`src/shared/spdc_pkg.sv`:
```
// Package for the serial/printer direction control block
package spdc_pkg;
    localparam logic [9:0] SPDC_REG_ADDR     = 10'h201;
    localparam int         SPDC_REG_W        = 8;
    localparam int         SPDC_BIT_PARTY    = 3;
    localparam int         SPDC_BIT_PRN_IN   = 4;
    localparam logic [7:0] SPDC_REG_RESET    = 8'h00;
    localparam int         SPDC_PRN_W        = 8;

    // Host I/O write/read request
    typedef struct packed {
        logic       rd;
        logic       wr;
        logic [9:0] addr;
        logic [7:0] wdata;
    } spdc_io_req_t;

    // Mode selected for the second serial port transceiver
    typedef enum logic [0:0] {
        SPDC_FULL_DUPLEX = 1'b0,
        SPDC_PARTY_LINE  = 1'b1
    } spdc_mode_t;
endpackage

```
`src/rtl/spdc_top.sv`:
```
// Board I/O control register: serial RS-485 mode and printer data direction
`timescale 1ns/1ps
`default_nettype none
module spdc_top
    import spdc_pkg::*;
(
    input  wire logic                  ref_clk,
    input  wire logic                  rst_n,
    input  wire spdc_io_req_t          io_req,
    output logic      [SPDC_REG_W-1:0] io_rdata,
    input  wire logic                  uart2_rts,
    output logic                       rs485_party_mode,
    output logic                       rs485_drv_en,
    input  wire logic [SPDC_PRN_W-1:0] prn_data_in,
    input  wire logic [SPDC_PRN_W-1:0] prn_wr_data,
    output logic      [SPDC_PRN_W-1:0] prn_data_out,
    output logic                       prn_data_oe,
    output logic      [SPDC_PRN_W-1:0] prn_rd_data
);
    ////////////////////////////////////////////////////////////////////
    logic                  hit;
    logic [SPDC_REG_W-1:0] ctrl_q;
    spdc_mode_t            mode;

    // Timing seen from the host: a write taken at one edge lands in the
    // register at that edge and reaches the direction pins at the next, so
    // the pins trail the strobe by two edges. Reads answer one edge after
    // the strobe and the byte then stands until the next read. The printer
    // pin copies are registered both ways and trail the pads by one edge.

    // Bits of the shared byte that this block owns and reads back
    localparam logic [SPDC_REG_W-1:0] OWN_MASK =
        (SPDC_REG_W'(8'h01) << SPDC_BIT_PARTY) | (SPDC_REG_W'(8'h01) << SPDC_BIT_PRN_IN);

    assign hit  = (io_req.addr == SPDC_REG_ADDR);
    assign mode = spdc_mode_t'(ctrl_q[SPDC_BIT_PARTY]);

    // clear on reset
    // Whole byte stored; software mirrors it since other bits are shared
    spdc_ctrl_reg #(
        .W (SPDC_REG_W)
    ) u_reg (
        .ref_clk (ref_clk),
        .rst_n   (rst_n),
        .wr_en   (io_req.wr && hit),
        .wdata   (io_req.wdata),
        .value   (ctrl_q)
    );

    ////////////////////////////////////////////////////////////////////
    // Read back only the party-line mode bit and the printer direction bit; others belong elsewhere
    always_ff @(posedge ref_clk or negedge rst_n) begin
        if (!rst_n) begin
            io_rdata <= SPDC_REG_RESET;
        end else if (io_req.rd && hit) begin
            io_rdata <= SPDC_REG_RESET;
            io_rdata[SPDC_BIT_PARTY]  <= ctrl_q[SPDC_BIT_PARTY];
            io_rdata[SPDC_BIT_PRN_IN] <= ctrl_q[SPDC_BIT_PRN_IN];
        end
    end

    ////////////////////////////////////////////////////////////////////
    // mode select
    always_ff @(posedge ref_clk or negedge rst_n) begin
        if (!rst_n) begin
            rs485_party_mode <= 1'b0;
        end else begin
            rs485_party_mode <= (mode == SPDC_PARTY_LINE);
        end
    end

    // Registered so a decode glitch never keys the shared pair
    // RTS steers direction; receive while not in party mode
    always_ff @(posedge ref_clk or negedge rst_n) begin
        if (!rst_n) begin
            rs485_drv_en <= 1'b0;
        end else begin
            rs485_drv_en <= (mode == SPDC_PARTY_LINE) && uart2_rts;
        end
    end

    ////////////////////////////////////////////////////////////////////
    // printer data direction
    always_ff @(posedge ref_clk or negedge rst_n) begin
        if (!rst_n) begin
            prn_data_oe  <= 1'b1;
            prn_data_out <= '0;
            prn_rd_data  <= '0;
        end else begin
            prn_data_oe  <= !ctrl_q[SPDC_BIT_PRN_IN];
            prn_data_out <= prn_wr_data;
            prn_rd_data  <= prn_data_in;
        end
    end

    // Pin copies run one edge behind, bit by bit
    for (genvar gi = 0; gi < SPDC_PRN_W; gi++) begin : g_prn_bit

    end
endmodule
`default_nettype wire

```
`src/rtl/spdc_ctrl_reg.sv`:
```
// Control register storage, cleared by reset and loaded on write enable
`timescale 1ns/1ps
`default_nettype none
module spdc_ctrl_reg
    import spdc_pkg::*;
#(
    parameter int W = SPDC_REG_W
) (
    input  wire logic         ref_clk,
    input  wire logic         rst_n,
    input  wire logic         wr_en,
    input  wire logic [W-1:0] wdata,
    output logic      [W-1:0] value
);
    always_ff @(posedge ref_clk or negedge rst_n) begin
        if (!rst_n) begin
            value <= W'(SPDC_REG_RESET);
        end else if (wr_en) begin
            value <= wdata;
        end
    end
endmodule
`default_nettype wire

```
`config.mk`:
```
export PLATFORM = sky130hd
export DESIGN_NAME = spdc_top
export DESIGN_NICKNAME = d
export VERILOG_FILES = /design/src/shared/spdc_pkg.sv /design/src/rtl/spdc_top.sv /design/src/rtl/spdc_ctrl_reg.sv
export SDC_FILE = /design/constraint.sdc
export NUM_CORES = 1
export LEC_CHECK = 0
export BUFFER_PORTS_ARGS = -buffer_cell sky130_fd_sc_hd__buf_2
export CAP_MARGIN = 20
export CORE_MARGIN = 2
export CORE_UTILIZATION = 35
export DETAILED_ROUTE_END_ITERATION = 8
export GPL_ROUTABILITY_DRIVEN = 0
export GPL_TIMING_DRIVEN = 0
export HOLD_SLACK_MARGIN = 0.05
export PLACE_DENSITY = 0.76
export SYNTH_ARGS = -nofsm -noshare
export SYNTH_HDL_FRONTEND = slang
export SYNTH_SLANG_ARGS = --single-unit
```
`constraint.sdc`:
```
create_clock -name ref_clk -period 1.05 [get_ports ref_clk]
set_clock_uncertainty 0.15 [all_clocks]
set_input_delay 0.105 -clock ref_clk [delete_from_list [all_inputs] [get_ports ref_clk]]
set_output_delay 0.105 -clock ref_clk [all_outputs]
set_load 0.01 [all_outputs]
```
==> impl_metrics.yaml, run 1 <==
status:
  status: "complete, but fails checks"
  violations: "setup timing"
routing:
  drt_wl_total_um: 1600
  drt_iter0_drc: 1
  ant_nets: 0
  drcViolationCount: 0
  met2_wirelength_um: 941
  wire_per_inst_um: 10.7
  top_layer: "met4"
  dr.pass1.iters: 2
  vias: 593
  wl_met1_um: 558
  drt-vias-per-instance: 3.95
  wl_met3_um: 89
placed_design:
  place_hpwl_um: 1070
  placed_cell_area_mm2: 0.00106
  numPortBuffers: 53
  dp.cells: 126
grt:
  grt_max_degree: 24
  antenna_found_initial: 0
  grt_pass1_wl_um: 2560
  grt_pass1_vias: 627
  groute.usage.overall_pct: 13.9
  overflow: 0
final_layout:
  mostFrequentLayoutCell: "buf_2"
  drive_gt1_share_pct: 56.1
  finalNonFillerCells: 150
  nets: 163
  syn2layout_area_growth_pct: 76.0
  layout_common_cells: "buf_2 (52), dfrtp_1 (22), dlygate4sd3_1 (20)"
  antennaDiodeCount: 0
  design_area_mm2: 0.00129
critical_path:
  end_kind: "output pin"
  cp_slowest_cell: "dfstp_2"
  reg2reg_slack_ps: 100
  ff2ff_path_depth: 1
  crit_path_max_incr_delay_ps: 540
  reg2reg_from: "u_reg.value[4]"
  critPathMaxFanout: 1
  rr_endpoint: "u_reg.value[4]"
  cp-startpoint: "prn_data_oe"
  path_cells: "buf_6"
  path_class: "reg2out"
  path_delay_family: "flip-flops"
  crit_cells: 1
  critPathLaunchType: "register"
  required_ps: 790
  crit_buf_inv: 1
  critPathArrivalTime_ps: 930
floorplanning:
  io_pins: 66
  die-width_um: 49.8
  num_rows: 16
  die_y_um: 49.8
  initial_core_util_pct: 37.1
  coreArea_mm2: 0.00198
  die_area_mm2: 0.00248
sta:
  finalHoldViolCount: 0
  tns_ps: -207
  post-route-period-util_pct: 112
  fin_crit_ps: 1180
  rsz0062_at_grt: "yes"
  setup_violations: 9
  setup_slack_ps: -131
  fmax_mhz: 847
  drv_slew: 0
clock_network:
  cts.sinks: 23
  clockRootBuffer: "clkbuf_4"
  cts_setup_buffers: 0
  clk_latency_ps: 290
  path_clk_slew_ps: 110
  clk_path_buf_depth: 2
  htreeDepth: 1
  cts_buffers: 3
  cts_tree: "done"
synth:
  synth_cells: 41
  syn_avg_cell_area_um2: 17.9
  yosysWarningCount: 0
  synth-seq-cells: 23
  ys_types: 11
  synthesis.area_um2: 736
  synth_seq_area_share_pct: 78.4
min_path:
  holdPathStages: 3
  min_to: "u_reg.value[3]"
  hold_start: "io_req[18]"
  hold_class: "in2reg"
pwr:
  p_leak_nw: 0.688
  ir_drop_mv: 1.01
  powerDensity_mw_per_mm2: 1180
job:
  cap_violations: 0
worst max path at each step:
stage	slack [ps]	end
after floorplan	-20	io_rdata[3]
after global placement	-200	io_rdata[4]
after detailed placement	-210	io_rdata[3]
after CTS	-140	prn_data_oe
after global routing	-180	prn_data_oe
final	-130	prn_data_oe
Yosys cell counts:
master   count  share of area, %
nor2b_1      1              0.85
dfrtp_1     22                75
and2_1       1              0.85
mux2_2       4               6.1
conb_1       1              0.51
nor4_2       1               1.7
nor4b_4      1               3.2
dfstp_2      1               3.6
buf_4        6               6.1
nand4_1      2               1.7
inv_1        1              0.51
power breakdown:
part / internal, mW / total, mW / switching [mW]
Clock: 0.147 / 0.372 / 0.225
Sequential: 0.919 / 0.927 / 0.00794
Combinational: 0.134 / 0.225 / 0.0915
Total: 1.20 / 1.52 / 0.324
routing by layer:
metal	vias to the layer above	global-route usage (%)
met3	2	2.73
met2	28	26.7
met5	-	0
met4	0	5.56
li1	286	-
met1	277	14.5
kinds of logic (layout without fill, tap and decap cells):
kind of cell,count (synthesis),in the layout,synth area share (%)
and+or+nand+nor,6,6,8.33
other,1,6,0.510
DFF,23,23,78.4
muxes,4,4,6.12
buffers and inverters,7,84,6.63
timing repair:
item,4_1_cts,5_1_grt
endpoints found under the hold margin,42,0
hold buffers,20,0
cloned,0,0
endpoints found under the setup margin,21,21
resized for setup,1,0
stage by stage:
stage	hold slack (ps)	worst slack, ps	utilization, %	power (mW)
detailed placement	-56.2	-211	53.6	1.11
global route	52.2	-179	65.3	1.62
floorplan	-341	-19.1	-	1.00
CTS	51.9	-140	65.3	1.54
global placement	-68.0	-197	53.6	1.11
finish	55.3	-131	65.3	1.52
flip-flops by register name, indices dropped and copies added, names as in the netlist:
name              cells
io_rdata              2
rs485_drv_en          1
prn_rd_data           8
rs485_party_mode      1
prn_data_oe           1
u_reg.value           2
prn_data_out          8
final cells by class:
class / count / area, um2
Clock buffer: 4 / 26.3
Timing Repair Buffer: 73 / 472
Sequential cell: 23 / 577
Fill cell: 163 / 687
Buffer: 6 / 45.0
Tap cell: 27 / 33.8
Inverter: 1 / 3.75
Multi-Input combinational cell: 16 / 138
Note: power is estimated with default switching activity, not from simulation.
==> run 2, diff against run 1 <==
- REMOVE_ABC_BUFFERS: not set -> 1
==> run 2 against run 1 <==
Compared with the run above:
- the run still ends with setup timing left
- total power fell by 1.4%
- setup slack lost 4.5 ps
- critical path depth did not move
- first-iteration DRC count shrank 100%
- hold slack lost 14 ps
- via count fell by 5.7%
- non-clock buffer count decreased by 6
- maximum frequency decreased by 0.38%
- count of clock-buffer cells in the layout down 1
- highest routed layer is now met3
==> impl_metrics.yaml, run 2 (synthesis results as in run 1) <==
status:
  status: "complete, but fails checks"
  violations: "setup timing"
floorplanning:
  num_rows: 16
  coreArea_mm2: 0.00198
  die_y_um: 49.8
  io_pins: 66
  die-width_um: 49.8
  die_area_mm2: 0.00248
  initial_core_util_pct: 37.1
placed_design:
  placed_cell_area_mm2: 0.00101
  numPortBuffers: 53
critical_path:
  path_delay_family: "flip-flops"
  path_cells: "buf_6"
  cp_slowest_cell: "dfstp_2"
  critPathMaxFanout: 1
  critPathLaunchType: "register"
  crit_cells: 1
  path_class: "reg2out"
  critPathArrivalTime_ps: 930
  end_kind: "output pin"
  crit_buf_inv: 1
  crit_path_max_incr_delay_ps: 540
  required_ps: 790
  ff2ff_path_depth: 1
final_layout:
  fillers: 163
  mostFrequentLayoutCell: "buf_2"
  design_area_mm2: 0.00124
  drive_gt1_share_pct: 54.7
  nets: 157
  syn2layout_area_growth_pct: 68.9
  reg_top3: "prn_data_out: 8 flops, prn_rd_data: 8 flops"
  layout_common_cells: "buf_2 (52), dfrtp_1 (22), dlygate4sd3_1 (20)"
  antennaDiodeCount: 0
pwr:
  ir_drop_mv: 1.10
  p_leak_nw: 0.657
  powerDensity_mw_per_mm2: 1210
sta:
  finalHoldViolCount: 0
  setup_slack_ps: -135
  setup_violations: 20
  drv_slew: 0
  fin_crit_ps: 1190
  post-route-period-util_pct: 113
  fmax_mhz: 844
  rsz0062_at_grt: "yes"
  tns_ps: -340
routing:
  wire_per_inst_um: 10.1
  drt-vias-per-instance: 3.88
  ant_nets: 0
  drcViolationCount: 0
  drt_wl_total_um: 1460
  dr.pass1.iters: 1
  drt_iter0_drc: 0
  vias: 559
grt:
  overflow: 0
  grt_max_degree: 24
  grt_pass1_wl_um: 2370
  antenna_found_initial: 0
  grt_pass1_vias: 568
  groute.usage.overall_pct: 12.7
clock_network:
  cts.sinks: 23
  cts_tree: "done"
  cts_setup_buffers: 0
  clk_path_buf_depth: 2
  cts_buffers: 3
  clk_latency_ps: 290
  htreeDepth: 1
  path_clk_slew_ps: 110
  ctsHoldBuffers: 20
  clockRootBuffer: "clkbuf_4"
min_path:
  holdPathStages: 3
  hold_class: "in2reg"
job:
  cap_violations: 0
==> run 2: cell types whose count changed in the layout (fill, tap and decap cells not counted), sizes merged <==
| cell | previous run | this run |
|---|---|---|
| clkbuf | 4 | 3 |
| buf | 59 | 53 |
| clkinv | 0 | 1 |
==> run 2: per-stage QoR <==
step,power (mW),hold slack (ps),utilization (%),setup WS (ps),cells
6_report,1.50,41.7,62.7,-135,144
5_1_grt,1.60,34.1,62.7,-177,144
4_1_cts,1.53,40.6,62.7,-153,144
3_5_place_dp,1.09,-59.6,50.9,-248,120
3_3_place_gp,1.09,-69.3,50.9,-204,120
2_1_floorplan,0.982,-341,-,-36.7,40
==> run 2: final cells by class <==
cell class	count	area, um2	area share [%]
Clock inverter	1	5.00	0.403
Clock buffer	3	22.5	1.81
Inverter	1	3.75	0.302
Timing Repair Buffer	73	472	38.0
Multi-Input combinational cell	16	129	10.4
Sequential cell	23	577	46.4
Tap cell	27	33.8	2.72
==> run 2: worst paths after layout <==
path / end / startpoint / slack (ps)
min reg2reg: prn_data_oe / u_reg.value[4] / 250
min in group asynchronous: prn_rd_data[2] / rst_n / 130
min: u_reg.value[3] / io_req[18] / 40
max in group asynchronous: prn_data_oe / rst_n / 260
max: prn_data_oe / prn_data_oe / -140
max reg2reg: io_rdata[3] / u_reg.value[3] / 110
==> run 2: report_power, final <==
part	internal (mW)	leakage [nW]	switching (mW)
Combinational	0.118	0.358	0.0842
Clock	0.142	0.0177	0.232
Sequential	0.919	0.281	0.00782
==> run 2: repair_timing <==
action / 4_1_cts / 5_1_grt
resized for setup: 1 / 0
endpoints found under the hold margin: 44 / 2
setup endpoints to repair: 21 / 21
==> run 2: tightest hold or removal path, cell delays in order <==
cell     delay, ps
buf_2          100
nand4_1        100
mux2_2         160
==> run 2: routing by layer <==
metal  GRT usage (%)  share of wire [%]
met1            13.0                 34
met2            24.2                 58
met3            4.55                7.4
met4            2.78                  0
met5               0                  0
